### src/ufac_regs.svh
// Register offsets, field positions, reset values and timing counts.
`ifndef UFAC_REGS_SVH
`define UFAC_REGS_SVH
`define UFAC_CTL_STATUS 1'h0
`define UFAC_CTL_CONTROL 1'h1
`define UFAC_CTRL_RESET 32'h01FFFFFF
`define UFAC_PAGE_MSB 19
`define UFAC_PAGE_LSB 0
`define UFAC_SEC_MSB 22
`define UFAC_SEC_LSB 20
`define UFAC_WP_LSB 23
`define UFAC_SP_LSB 25
`define UFAC_PAGE_NONE 20'hFFFFF
`define UFAC_SEC_NONE 3'h7
`define UFAC_SECTORS 3'h2
`define UFAC_ADDR_LIMIT 8'h80
`define UFAC_PAGE_LIMIT 20'h00080
`define UFAC_SEC_BIT 6
`define UFAC_PAGE_WORDS 8'h08
`define UFAC_SEC_WORDS 8'h40
`define UFAC_BURST_PAR 6'h01
`define UFAC_BURST_SER 6'h20
`define UFAC_ERASED 32'hFFFFFFFF
`define UFAC_BUSY_IDLE 2'h0
`define UFAC_BUSY_ERASE 2'h1
`define UFAC_BUSY_PROG 2'h2
`define UFAC_BUSY_READ 2'h3
`define UFAC_ST_RD_OK 2
`define UFAC_ST_WR_OK 3
`define UFAC_ST_ER_OK 4
`define UFAC_ERASE_MS 350
`define UFAC_CLK_MHZ 100
`define UFAC_PROG_CYCLES 32'h00000004
`define UFAC_H_ADDR 3'h0
`define UFAC_H_WDATA 3'h1
`define UFAC_H_CMD 3'h2
`define UFAC_H_STATUS 3'h3
`define UFAC_H_RDATA 3'h4
`define UFAC_CMD_WRITE 0
`define UFAC_CMD_CTL 1
`define UFAC_CMD_BURST_MSB 7
`define UFAC_CMD_BURST_LSB 2
`endif

### src/ufac_pkg.sv
// Types shared by both ends of the user flash controller link.
package ufac_pkg;
  typedef logic [31:0] ufac_word_t;
  typedef logic [1:0] ufac_busy_t;
  typedef logic [7:0] ufac_addr_t;
  typedef enum logic [3:0] {
    ST_IDLE = 4'b0001,
    ST_PROG = 4'b0010,
    ST_READ = 4'b0100,
    ST_ERASE = 4'b1000
  } ufac_state_e;
  typedef enum logic [3:0] {
    H_IDLE = 4'b0001,
    H_DATA = 4'b0010,
    H_RVAL = 4'b0100,
    H_CTL = 4'b1000
  } ufac_hstate_e;
endpackage

### src/ufac_link_if.sv
// Control and data slave ports joining the master and the flash controller.
`timescale 1ns/1ps
`default_nettype none
interface ufac_link_if;
  logic ctl_addr;
  logic ctl_read;
  logic ctl_write;
  logic [31:0] ctl_wdata;
  logic [31:0] ctl_rdata;
  logic [7:0] dat_addr;
  logic dat_read;
  logic dat_write;
  logic [5:0] dat_burst;
  logic [31:0] dat_wdata;
  logic dat_wait;
  logic [31:0] dat_rdata;
  logic dat_rvalid;
  modport dev (
    input ctl_addr, ctl_read, ctl_write, ctl_wdata,
    output ctl_rdata,
    input dat_addr, dat_read, dat_write, dat_burst, dat_wdata,
    output dat_wait, dat_rdata, dat_rvalid
  );
  modport host (
    output ctl_addr, ctl_read, ctl_write, ctl_wdata,
    input ctl_rdata,
    output dat_addr, dat_read, dat_write, dat_burst, dat_wdata,
    input dat_wait, dat_rdata, dat_rvalid
  );
endinterface
`default_nettype wire

### src/ufac_flash_dev.sv
// Flash controller end: control and status registers, array and sequencer.
`timescale 1ns/1ps
`default_nettype none
`include "ufac_regs.svh"
// Summary of operation
// - Separate control port and data port
// - Control read returns addressed register value
// - Control register written at address one
// - Program writes exactly one 32-bit word
// - Master clears write protection before program
// - Master gives legal address and burst count
// - Busy reads binary 10 while programming
// - Good program sets write success
// - Bad burst, address or protection clears it
// - Master restores write protection after program
// - Master checks status after each program
// - Control write with selection starts erase
// - Erase address accepted only while idle
// - Busy reads binary 01 while erasing
// - Data port waits during erase
// - Erase result recorded; up to 350 ms
// - Bad or protected sector erase fails
// - Illegal page erase address fails
// - Master brackets erase with protection changes
// - Master reads with legal address and burst
// - Waitrequest while busy, then readdatavalid with data
// - Busy reads binary 11 while reading
// - Read success flag; failures return erased data
module ufac_flash_dev #(
  parameter int unsigned ERASE_CYCLES = `UFAC_ERASE_MS * 1000 * `UFAC_CLK_MHZ
) (
  // Clock and reset
  input wire logic i_clk,
  input wire logic i_srst,
  // Mode strap, high for serial burst rules
  input wire logic i_serial_mode,
  // Busy field mirror
  output var ufac_pkg::ufac_busy_t o_busy,
  // Link to the master
  ufac_link_if.dev link
);
  import ufac_pkg::*;

  ufac_word_t mem [0:`UFAC_ADDR_LIMIT-1];
  ufac_state_e state_q;
  ufac_state_e state_d;
  ufac_word_t ctrl_q;
  ufac_word_t ctl_rdata_q;
  ufac_word_t dat_rdata_q;
  ufac_busy_t busy_q;
  logic wait_q;
  logic rvalid_q;
  logic rd_ok_q;
  logic wr_ok_q;
  logic er_ok_q;
  logic pend_ok_q;
  ufac_addr_t op_addr_q;
  ufac_word_t op_data_q;
  ufac_addr_t er_len_q;
  logic [31:0] cnt_q;
  logic acc_rd;
  logic acc_wr;
  logic burst_ok;
  logic wr_legal;
  logic ctl_wr;
  logic sec_req;
  logic page_req;
  logic er_start;
  logic er_legal;
  logic prog_done;
  logic er_done;
  logic [2:0] new_sec;
  logic [19:0] new_page;

  function automatic ufac_busy_t busy_of(input ufac_state_e s);
    case (s)
      ST_PROG: busy_of = `UFAC_BUSY_PROG;
      ST_READ: busy_of = `UFAC_BUSY_READ;
      ST_ERASE: busy_of = `UFAC_BUSY_ERASE;
      default: busy_of = `UFAC_BUSY_IDLE;
    endcase
  endfunction

  // Sector or write protection bit set for the given sector.
  function automatic logic sec_blocked(input ufac_word_t c, input logic s);
    sec_blocked = c[`UFAC_WP_LSB + int'(s)] | c[`UFAC_SP_LSB + int'(s)];
  endfunction

  function automatic logic addr_ok(input ufac_addr_t a);
    addr_ok = a < `UFAC_ADDR_LIMIT;
  endfunction

  // Data commands are taken only while idle and not stalled.
  assign acc_rd = link.dat_read & ~wait_q & (state_q == ST_IDLE);
  assign acc_wr = link.dat_write & ~wait_q & (state_q == ST_IDLE);
  assign burst_ok = link.dat_burst ==
    (i_serial_mode ? `UFAC_BURST_SER : `UFAC_BURST_PAR);
  assign wr_legal = burst_ok & addr_ok(link.dat_addr) &
    ~sec_blocked(ctrl_q, link.dat_addr[`UFAC_SEC_BIT]);
  assign ctl_wr = link.ctl_write & (link.ctl_addr == `UFAC_CTL_CONTROL);
  assign new_sec = link.ctl_wdata[`UFAC_SEC_MSB:`UFAC_SEC_LSB];
  assign new_page = link.ctl_wdata[`UFAC_PAGE_MSB:`UFAC_PAGE_LSB];
  assign sec_req = new_sec != `UFAC_SEC_NONE;
  assign page_req = new_page != `UFAC_PAGE_NONE;
  // A data command taken in the same cycle has priority over an erase.
  assign er_start = ctl_wr & (sec_req | page_req) & ~acc_rd & ~acc_wr &
    (state_q == ST_IDLE);
  assign er_legal = sec_req ?
    ((new_sec < `UFAC_SECTORS) & ~sec_blocked(link.ctl_wdata, new_sec[0])) :
    (new_page < `UFAC_PAGE_LIMIT);
  assign prog_done = (state_q == ST_PROG) &
    (cnt_q == `UFAC_PROG_CYCLES - 32'h1);
  assign er_done = (state_q == ST_ERASE) && (cnt_q == ERASE_CYCLES - 1);

  always_comb
  begin
    state_d = state_q;
    case (state_q)
      ST_IDLE:
      begin
        if (acc_rd)
          state_d = ST_READ;
        else if (acc_wr && wr_legal)
          state_d = ST_PROG;
        else if (er_start && er_legal)
          state_d = ST_ERASE;
      end
      ST_PROG:
        if (prog_done)
          state_d = ST_IDLE;
      ST_READ:
        state_d = ST_IDLE;
      ST_ERASE:
        if (er_done)
          state_d = ST_IDLE;
      default:
        state_d = ST_IDLE;
    endcase
  end

  always_ff @(posedge i_clk)
  begin
    if (i_srst)
      state_q <= ST_IDLE;
    else
      state_q <= state_d;
  end

  // Busy mirror and data-port stall follow the sequencer state.
  always_ff @(posedge i_clk)
  begin
    if (i_srst)
    begin
      busy_q <= `UFAC_BUSY_IDLE;
      wait_q <= 1'b1;
    end
    else
    begin
      busy_q <= busy_of(state_d);
      wait_q <= state_d != ST_IDLE;
    end
  end

  always_ff @(posedge i_clk)
  begin
    if (i_srst || state_d != state_q)
      cnt_q <= 32'h0;
    else
      cnt_q <= cnt_q + 32'h1;
  end

  // Operation address, data and erase span captured at acceptance.
  always_ff @(posedge i_clk)
  begin
    if (i_srst)
    begin
      op_addr_q <= 8'h00;
      op_data_q <= 32'h0;
      er_len_q <= 8'h00;
      pend_ok_q <= 1'b0;
    end
    else if (acc_rd || acc_wr)
    begin
      op_addr_q <= link.dat_addr;
      op_data_q <= link.dat_wdata;
      pend_ok_q <= addr_ok(link.dat_addr) &
        ~sec_blocked(ctrl_q, link.dat_addr[`UFAC_SEC_BIT]);
    end
    else if (er_start)
    begin
      // Sector base is the sector number at the sector bit, not above it.
      op_addr_q <= sec_req ? {1'b0, new_sec[0], 6'h00} :
        {new_page[7:3], 3'h0};
      er_len_q <= sec_req ? `UFAC_SEC_WORDS : `UFAC_PAGE_WORDS;
    end
  end

  // Array: one program word at completion, erase walks one word a cycle.
  always_ff @(posedge i_clk)
  begin
    if (prog_done)
      mem[op_addr_q[6:0]] <= op_data_q;
    else if (state_q == ST_ERASE && cnt_q < {24'h0, er_len_q})
      mem[7'(op_addr_q + cnt_q[7:0])] <= `UFAC_ERASED;
  end

  always_ff @(posedge i_clk)
  begin
    if (i_srst)
      ctrl_q <= `UFAC_CTRL_RESET;
    else if (ctl_wr)
      ctrl_q <= link.ctl_wdata;
  end

  always_ff @(posedge i_clk)
  begin
    if (i_srst)
      wr_ok_q <= 1'b0;
    else if (acc_wr && !wr_legal)
      wr_ok_q <= 1'b0;
    else if (prog_done)
      wr_ok_q <= 1'b1;
  end

  always_ff @(posedge i_clk)
  begin
    if (i_srst)
      er_ok_q <= 1'b0;
    else if (er_start && !er_legal)
      er_ok_q <= 1'b0;
    else if (er_done)
      er_ok_q <= 1'b1;
  end

  // Read answer: one cycle in the read state, then valid for one cycle.
  always_ff @(posedge i_clk)
  begin
    if (i_srst)
    begin
      rvalid_q <= 1'b0;
      dat_rdata_q <= 32'h0;
      rd_ok_q <= 1'b0;
    end
    else
    begin
      rvalid_q <= state_q == ST_READ;
      if (state_q == ST_READ)
      begin
        dat_rdata_q <= pend_ok_q ? mem[op_addr_q[6:0]] : `UFAC_ERASED;
        rd_ok_q <= pend_ok_q;
      end
    end
  end

  always_ff @(posedge i_clk)
  begin
    if (i_srst || !link.ctl_read)
      ctl_rdata_q <= 32'h0;
    else if (link.ctl_addr == `UFAC_CTL_CONTROL)
      ctl_rdata_q <= ctrl_q;
    else
      ctl_rdata_q <= {27'h0, er_ok_q, wr_ok_q, rd_ok_q,
        busy_of(state_q)};
  end

  assign link.ctl_rdata = ctl_rdata_q;
  assign link.dat_rdata = dat_rdata_q;
  assign link.dat_rvalid = rvalid_q;
  assign link.dat_wait = wait_q;
  assign o_busy = busy_q;
endmodule
`default_nettype wire

### src/flat_wrapper.sv
// flat-port wrapper written by rule: the top's interface ports become plain ports
module ufac_flash_dev_flat import ufac_pkg::*;
#(
  parameter int unsigned ERASE_CYCLES = `UFAC_ERASE_MS * 1000 * `UFAC_CLK_MHZ
)
  (i_clk, i_srst, i_serial_mode, o_busy, link_ctl_addr, link_ctl_read, link_ctl_write, link_ctl_wdata, link_ctl_rdata, link_dat_addr, link_dat_read, link_dat_write, link_dat_burst, link_dat_wdata, link_dat_wait, link_dat_rdata, link_dat_rvalid);
  ufac_link_if link_i ();
  input wire logic i_clk;
  input wire logic i_srst;
  input wire logic i_serial_mode;
  output var ufac_pkg::ufac_busy_t o_busy;
  input wire logic [$bits(link_i.ctl_addr)-1:0] link_ctl_addr;
  input wire logic [$bits(link_i.ctl_read)-1:0] link_ctl_read;
  input wire logic [$bits(link_i.ctl_write)-1:0] link_ctl_write;
  input wire logic [$bits(link_i.ctl_wdata)-1:0] link_ctl_wdata;
  output wire logic [$bits(link_i.ctl_rdata)-1:0] link_ctl_rdata;
  input wire logic [$bits(link_i.dat_addr)-1:0] link_dat_addr;
  input wire logic [$bits(link_i.dat_read)-1:0] link_dat_read;
  input wire logic [$bits(link_i.dat_write)-1:0] link_dat_write;
  input wire logic [$bits(link_i.dat_burst)-1:0] link_dat_burst;
  input wire logic [$bits(link_i.dat_wdata)-1:0] link_dat_wdata;
  output wire logic [$bits(link_i.dat_wait)-1:0] link_dat_wait;
  output wire logic [$bits(link_i.dat_rdata)-1:0] link_dat_rdata;
  output wire logic [$bits(link_i.dat_rvalid)-1:0] link_dat_rvalid;
  assign link_i.ctl_addr = link_ctl_addr;
  assign link_i.ctl_read = link_ctl_read;
  assign link_i.ctl_write = link_ctl_write;
  assign link_i.ctl_wdata = link_ctl_wdata;
  assign link_ctl_rdata = link_i.ctl_rdata;
  assign link_i.dat_addr = link_dat_addr;
  assign link_i.dat_read = link_dat_read;
  assign link_i.dat_write = link_dat_write;
  assign link_i.dat_burst = link_dat_burst;
  assign link_i.dat_wdata = link_dat_wdata;
  assign link_dat_wait = link_i.dat_wait;
  assign link_dat_rdata = link_i.dat_rdata;
  assign link_dat_rvalid = link_i.dat_rvalid;
  ufac_flash_dev #(.ERASE_CYCLES(ERASE_CYCLES)) u_core (.i_clk(i_clk), .i_srst(i_srst), .i_serial_mode(i_serial_mode), .o_busy(o_busy), .link(link_i));
endmodule
### config.mk
export PLATFORM = sky130hd
export DESIGN_NAME = ufac_flash_dev_flat
export DESIGN_NICKNAME = d
export VERILOG_FILES = /design/src/ufac_pkg.sv /design/src/ufac_link_if.sv /design/src/ufac_flash_dev.sv /design/src/flat_wrapper.sv
export VERILOG_INCLUDE_DIRS = /design/src /design/src/src
export SDC_FILE = /design/constraint.sdc
export NUM_CORES = 2
export LEC_CHECK = 0
export BUFFER_PORTS_ARGS = -buffer_cell sky130_fd_sc_hd__buf_2
export CAP_MARGIN = 5
export CORE_MARGIN = 1
export CORE_UTILIZATION = 59
export CTS_BUF_LIST = sky130_fd_sc_hd__clkbuf_2
export CTS_CLUSTER_SIZE = 24
export DETAILED_ROUTE_END_ITERATION = 16
export PLACE_DENSITY = 0.71
export SLEW_MARGIN = 20
export SYNTH_ARGS = -nofsm -noshare
export SYNTH_HDL_FRONTEND = slang
export SYNTH_SLANG_ARGS = --single-unit
### constraint.sdc
create_clock -name i_clk -period 5.4 [get_ports i_clk]
set_input_delay 0.27 -clock i_clk [delete_from_list [all_inputs] [get_ports i_clk]]
set_output_delay 0.27 -clock i_clk [all_outputs]
set_load 0.03 [all_outputs]
# Yosys cells after proc, flatten, opt, wreduce, memory -nomap -nowiden
# Memory sizes are Yosys's and may differ from the RTL's. A register that Yosys moved wholly into a read port is not among the register bits.
# Cells that the tools add are included.
[totals]
ramBits = 4096
out_inout_bits = 68
n_memories = 1
ff_bits = 187
wordCells = 125
in_bits = 86
[op_classes]
addsub = 6
bitwise_logic = 24
magnitude_cmp = 8
reduce_logical = 18
muxes = 38
n_eq_ne = 14
[mem_list]
columns = ["memory", "words", "word_bits", "rd", "rd_ports_with_merged_regs", "write_ports", "line", "text"]
rows = [
  ["u_core.mem", 128, 32, 1, 1, 1, "ufac_flash_dev.sv:44", "ufac_word_t mem [0:`UFAC_ADDR_LIMIT-1];"],
]
[op_table]
columns = ["op", "n"]
rows = [
  ["< comparator 32 x 7 -> 1 bit (second input constant)", 4],
  ["2-to-1 mux 32 bit", 2],
  ["2-to-1 mux 7 bit", 7],
  ["adder 32 x 1 -> 32 bit (second input constant)", 1],
  ["== test 32 x 2 -> 1 bit (second input constant)", 1],
  ["== test 32 x 26 -> 1 bit (second input constant)", 1],
  ["< comparator 32 x 8 -> 1 bit", 1],
  ["OR reduction 32 bit", 1],
  ["adder 5 x 1 -> 6 bit (first input constant)", 4],
  ["binary-select mux 1 bit (select 5 bit)", 4],
  ["< comparator 20 x 8 -> 1 bit (second input constant)", 1],
  ["2-to-1 mux 4 bit", 5],
  ["inequality test 20 bit (second input constant)", 1],
  ["2-to-1 mux 1 bit", 15],
  ["bitwise AND 1 bit", 14],
  ["one-hot mux 2 bit (3 select lines)", 2],
  ["one-hot mux 4 bit (3 select lines)", 1],
  ["== test 4 x 2 -> 1 bit (second input constant)", 2],
  ["== test 4 x 3 -> 1 bit (second input constant)", 2],
  ["== test 4 bit (second input constant)", 2],
  ["< comparator 8 bit (second input constant)", 1],
  ["adder 7 bit", 1],
  ["inverter 1 bit", 7],
  ["== test 6 bit", 1],
  ["other kinds (14)", 27],
]

# Logic depth before layout (Yosys ltp)
[logic_depth]
ltp_word = 15
ltp_mapped = 12
mapped_depth_nobuf = 8

# Worst setup path before layout
# OpenSTA, ideal clock, no wires.
[synth_timing]
path_kind = "register -> register"
start = "register u_core.state_q[1]"
end = "memory u_core.mem[0][10] (netlist bit) (data pin)"
path_slack_ns = 1.295
period_less_slack_ns = 4.105
required_time_ns = 4.849
n_path_buf = 3
arrival_ns = 3.554
stages_incl_launch_ff = 8
setup_time_ns = 0.551
cell_sequence = "dfxtp_1 buf_6 or4b_1 buf_2 a211oi_4 nand3_4 clkbuf_1 nand2b_1"
[synth_via]
elab_chain_cells = 7
elab_cells_between_ends = 9
cone_classes = "2 x eq/ne; 4 x mux; 1 x bitwise; 2 x reduce/logical"
[synth_rtl]
columns = ["element", "line", "text"]
rows = [
  ["start: declaration", "ufac_flash_dev.sv:45", "ufac_state_e state_q;"],
  ["start signal: assignment", "ufac_flash_dev.sv:146", "state_q <= state_d;"],
  ["== test 4 bit", "ufac_flash_dev.sv:203", "else if (state_q == ST_ERASE && cnt_q < {24'h0, er_len_q})"],
  ["logical AND 1 bit", "ufac_flash_dev.sv:203", ""],
  ["2-to-1 mux 1 bit", "ufac_flash_dev.sv:203", ""],
  ["2-to-1 mux 1 bit *", "ufac_flash_dev.sv:201", "if (prog_done)"],
  ["2-to-1 mux 1 bit (no line) *", "--", ""],
  ["OR reduction 32 bit (no line) *", "--", ""],
  ["2-to-1 mux 32 bit (no line) *", "--", ""],
  ["end: declaration", "ufac_flash_dev.sv:44", ""],
]
# Mark *: on every way between the ends. The rest lies on a longest branch, timed or not.

# Worst setup path in the final report
[layout_timing]
start = "register u_core.state_q[0]"
end = "memory u_core.mem[75][20] (netlist bit), enable pin"
[layout_via]
elab_chain_cells = 7
elab_cells_between_ends = 12
cone_classes = "2 x eq/ne; 7 x mux; 1 x bitwise; 2 x reduce/logical"
[layout_rtl]
columns = ["element", "line"]
rows = [
  ["== test 4 bit", "ufac_flash_dev.sv:203"],
  ["logical AND 1 bit", "ufac_flash_dev.sv:203"],
  ["2-to-1 mux 1 bit", "ufac_flash_dev.sv:203"],
  ["2-to-1 mux 1 bit", "ufac_flash_dev.sv:201"],
  ["2-to-1 mux 1 bit (no line)", "--"],
  ["OR reduction 32 bit (no line)", "--"],
  ["2-to-1 mux 7 bit (no line) or 2-to-1 mux 1 bit (tied branches)", "--"],
]
# Parallel ways exist; a longest one is shown, timed or not.

==> parameters.txt <==
Parameter                              Value

Outcome
  Result of the run    finished with violations
  Violated checks    antenna violations

GRT
  Grt total ovfl    0
  Initial antenna violation count    35
  Pin count of the biggest net entering global routing    129
  Via count of the first global-routing pass    90227
  Global-route wire length before repair    653000 µm
  GRT Resource Usage Total    33.9%

Routing
  DRT iter0 DRCs    12977
  Detailed Routing Iterations Pass 1    6
  DRC violations left    0
  WL per Instance    34.2 µm
  Vias per Instance    6.64
  Routed wire length    468000 µm
  Number of vias after detailed routing    90952
  Routed Antenna Nets    1

Pwr
  LEAKAGE    60.1 nW
  Worst vdd rail ir drop    0.000224 V
  Sequential share of power    57.5%
  Relative contribution of the clock network to total power    32.6%
  Post-layout power    0.0642 W
  Power Dens Cells    348 nW/µm²
  Combinational share of power    9.9%
  Switch Pwr    0.0171 W
  Switching portion of total power    26.6%
  Internal    0.0471 W

Synth
  Primary flip-flop cell chosen by synthesis mapping    sky130_fd_sc_hd__edfxtp_1
  Proportion of netlist area held by the largest area contributor    75.3%
  Seq/Total Area, Yosys    77.7%
  Post-synth top area cell    sky130_fd_sc_hd__edfxtp_1
  Synth cell types    81
  Flop and latch count out of synthesis    4284
  Share of synthesized flip-flops with an asynchronous set or reset    0%
  Netlist area before placement    163000 µm²
  Top post-synthesis cells by area    sky130_fd_sc_hd__edfxtp_1 (75%), sky130_fd_sc_hd__mux4_2 (12%), sky130_fd_sc_hd__dfxtp_1 (2.3%), sky130_fd_sc_hd__mux2i_1 (2.0%), sky130_fd_sc_hd__a22oi_1 (1.1%)
  Per-instance average area after synthesis    20.9 µm²
  Synthesis warning total    0
  Number of enable-type register cells in the synthesized netlist    4096
  Mapped Cells    7816
  Number of nets produced by synthesis    7911

Worst setup path
  Largest stage delay on the critical path    1.03 ns
  Cell Chain, Critical Path    or4b_1 -> a211oi_4 -> nand3_4 -> o31ai_4 -> nand2_1 -> nor2_4
  FF-to-FF setup slack    0.47 ns
  Critical setup path kind    flop to flop
  Slowest stage cell, crit path    sky130_fd_sc_hd__nor2_4
  Number of cells traversed by the worst register-to-register path    6
  Required time worst endpoint    6.93 ns
  Worst Path Max Fanout    32
  Crit path DAT    6.46 ns
  Critical Path Sink Type    flop
  Worst flop-to-flop path endpoint    u_core.mem[75][20]$_DFFE_PP_
  Critical path startpoint category    flop
  Reg2reg start    u_core.state_q[0]$_SDFF_PP1_

STA
  Setup repair after global routing missed its margin    no
  Achievable clock frequency    0.203 GHz
  Final setup violation count    0
  Final period demand of the worst path    4.93 ns
  Number of hold-slack violations in the final timing report    0
  TNS Setup    0 ns
  Max-slew violation total from the final report    0
  Fraction of the cycle the final worst path needs    91.4%
  Worst Max-Slew Pin Slew    1.34 ns
  Slew margin rel.    10.9%
  Layout Skew    0.297 ns

Finish
  Signed area change from the synthesized netlist to the final layout    12.9%
  Share of cells above drive strength 1    32.4%
  Nets    9404
  Most frequent standard cell in the layout excluding fill and tap cells    sky130_fd_sc_hd__edfxtp_1
  Filler Cells Inserted    17735
  Most frequent cells in the layout    sky130_fd_sc_hd__edfxtp_1 (4096), sky130_fd_sc_hd__clkbuf_2 (1551), sky130_fd_sc_hd__mux4_2 (877)

Clock network
  Clk Latency, worst-skew pair    2.20 ns
  Number of clock sinks seen by CTS    4284
  Total clock buffers created by CTS    1114
  Number of buffers between clock root and the deepest sink    5
  CTS tree    built
  Reg clk slew, reported paths    0.14 ns
  Root buffer cell    sky130_fd_sc_hd__clkbuf_2
  H-tree levels    7
  Count of buffers added by post-CTS timing repair for setup    0

Place
  RD Place Congestion    0.936
  HPWL after detailed placement    274000 µm
  Port-buffer cells    153

Worst hold path
  Class of the worst hold path    input port to flop
  Worst Hold Launch    link_ctl_addr
  Number of cells on the worst hold path    6
  Hold-critical path endpoint    u_core.link.ctl_rdata[3]$_SDFF_PP0_

Job
  Number of max-cap violations    0

Floorplan
  Num ports    154
  Standard-cell rows    192
  Initial core utilization    59.5%
  Area of the core region    274000 µm²
  Die Footprint    279000 µm²
  Overall die height    528 µm
  Die outline width    528 µm
how the worst max path moves through the flow:
stage                                 start                           end  slack [ns]  cells past startpoint
3_5_place_dp   u_core.state_q[1]$_SDFF_PP0_   u_core.mem[40][2]$_DFFE_PP_        0.84                      6
5_1_grt        u_core.state_q[0]$_SDFF_PP1_  u_core.mem[47][19]$_DFFE_PP_        0.51                      7
3_3_place_gp   u_core.state_q[1]$_SDFF_PP0_   u_core.mem[40][4]$_DFFE_PP_        0.89                      6
2_1_floorplan  u_core.state_q[1]$_SDFF_PP0_   u_core.mem[0][10]$_DFFE_PP_        1.30                      7
6_report       u_core.state_q[0]$_SDFF_PP1_  u_core.mem[75][20]$_DFFE_PP_        0.47                      6
4_1_cts        u_core.state_q[0]$_SDFF_PP1_  u_core.mem[72][20]$_DFFE_PP_        0.65                      6
layer usage:
metal	up-vias	track usage, %	wire [µm]
met5	-	0.121	136
met3	1242	9.64	54300
li1	36373	-	-
met2	6589	50.4	217000
met4	20	20.1	27200
met1	46728	45.2	169000
worst max-delay path, delay by kind of cell (launching register included):
kind | cells | cell delay, ns
AOI/OAI and AO/OA | 2 | 1.15
DFF | 1 | 0.44
and+or+nand+nor | 4 | 2.60
state kept, by name, summed over array words and instances, names as in the netlist, named ones only:
name                    count
u_core.cnt_q               32
u_core.ctrl_q              32
u_core.er_len_q             2
u_core.er_ok_q              1
u_core.link.ctl_rdata      32
u_core.link.dat_rdata      32
u_core.link.dat_rvalid      1
u_core.link.dat_wait        1
u_core.mem               4096
u_core.o_busy               2
u_core.op_addr_q            7
u_core.op_data_q           32
u_core.pend_ok_q            1
u_core.rd_ok_q              1
u_core.state_q              4
u_core.wr_ok_q              1
cell usage after synthesis, types with 5 or more instances:
cell type and instances:
sky130_fd_sc_hd__buf_1 57, sky130_fd_sc_hd__o221ai_1 13, sky130_fd_sc_hd__clkbuf_1 237, sky130_fd_sc_hd__nand2b_1 39, sky130_fd_sc_hd__nor3_1 17, sky130_fd_sc_hd__buf_6 5
sky130_fd_sc_hd__and4_1 5, sky130_fd_sc_hd__nand3_1 122, sky130_fd_sc_hd__a22oi_1 248, sky130_fd_sc_hd__o22a_1 18, sky130_fd_sc_hd__o21ai_0 67, sky130_fd_sc_hd__xor2_1 19
sky130_fd_sc_hd__a311oi_1 18, sky130_fd_sc_hd__ha_1 8, sky130_fd_sc_hd__mux2i_1 322, sky130_fd_sc_hd__mux4_2 877, sky130_fd_sc_hd__o21bai_1 22, sky130_fd_sc_hd__o2111ai_1 19
sky130_fd_sc_hd__o211ai_1 83, sky130_fd_sc_hd__nand3b_1 30, sky130_fd_sc_hd__nor2_1 220, sky130_fd_sc_hd__xnor2_1 12, sky130_fd_sc_hd__a41oi_1 19, sky130_fd_sc_hd__nand4_1 14
sky130_fd_sc_hd__and3_1 14, sky130_fd_sc_hd__mux2_2 36, sky130_fd_sc_hd__and2_1 34, sky130_fd_sc_hd__a21oi_1 101, sky130_fd_sc_hd__nor4_1 18, sky130_fd_sc_hd__a311o_1 22
sky130_fd_sc_hd__a221oi_1 38, sky130_fd_sc_hd__o31ai_1 20, sky130_fd_sc_hd__buf_2 143, sky130_fd_sc_hd__a211oi_1 38, sky130_fd_sc_hd__edfxtp_1 4096, sky130_fd_sc_hd__inv_1 17
sky130_fd_sc_hd__o22ai_1 126, sky130_fd_sc_hd__a31oi_1 30, sky130_fd_sc_hd__or4_1 19, sky130_fd_sc_hd__dfxtp_1 188, sky130_fd_sc_hd__or3_1 6, sky130_fd_sc_hd__buf_4 11
sky130_fd_sc_hd__nand2_1 294, sky130_fd_sc_hd__nor2b_1 10
power groups by stage:
stage | Clock [W] | Combinational [W] | Sequential [W]
2_1_floorplan | 0 | 0.00322 | 0.0377
3_3_place_gp | 0 | 0.00582 | 0.0377
3_5_place_dp | 0 | 0.00594 | 0.0377
4_1_cts | 0.0211 | 0.00617 | 0.0369
5_1_grt | 0.0228 | 0.00647 | 0.0369
6_report | 0.0210 | 0.00634 | 0.0369
kinds of logic after synthesis:
| kind of cell | after synthesis | share of synthesized area, % |
|---|---|---|
| AND/OR/NAND/NOR | 868 | 2.52 |
| buffers and inverters | 474 | 1.25 |
| adder cells (fa/ha/maj) | 9 | 0.0736 |
| AO/OA/AOI/OAI | 915 | 4.01 |
| XOR/XNOR | 31 | 0.166 |
| flip-flops | 4284 | 77.7 |
| multiplexers | 1235 | 14.3 |
timing repair:
item | 4_1_cts | 5_1_grt
hold buffers | 338 | 1
resized for setup | 0 | 0
endpoints found under the setup margin | 0 | 0
endpoints found under the hold margin | 188 | 14
cell type report:
type	count	area, µm²	share of cell area, %
antenna	41	103	0.0557
clock buffer	1551	7760	4.21
clock inverter	221	1250	0.681
inverter	19	76.3	0.0414
multi-input combinational	3058	35800	19.4
sequential	4284	127000	68.8
tap	3686	4610	2.50
timing repair buffer	832	7950	4.31
stage by stage:
stage | util, % | std cells | hold slack (ns) | setup slack (ns) | instance area, µm²
2_1_floorplan | - | 7816 | 0.394 | 1.30 | 163000
3_5_place_dp | 62.5 | 11520 | 0.443 | 0.839 | 171000
3_3_place_gp | 62.4 | 11510 | 0.434 | 0.890 | 171000
5_1_grt | 67.2 | 13671 | 0.190 | 0.515 | 184000
6_report | 67.2 | 13692 | 0.378 | 0.467 | 184000
4_1_cts | 67.0 | 13630 | 0.0175 | 0.648 | 184000
(Power assumes the default switching activity.)
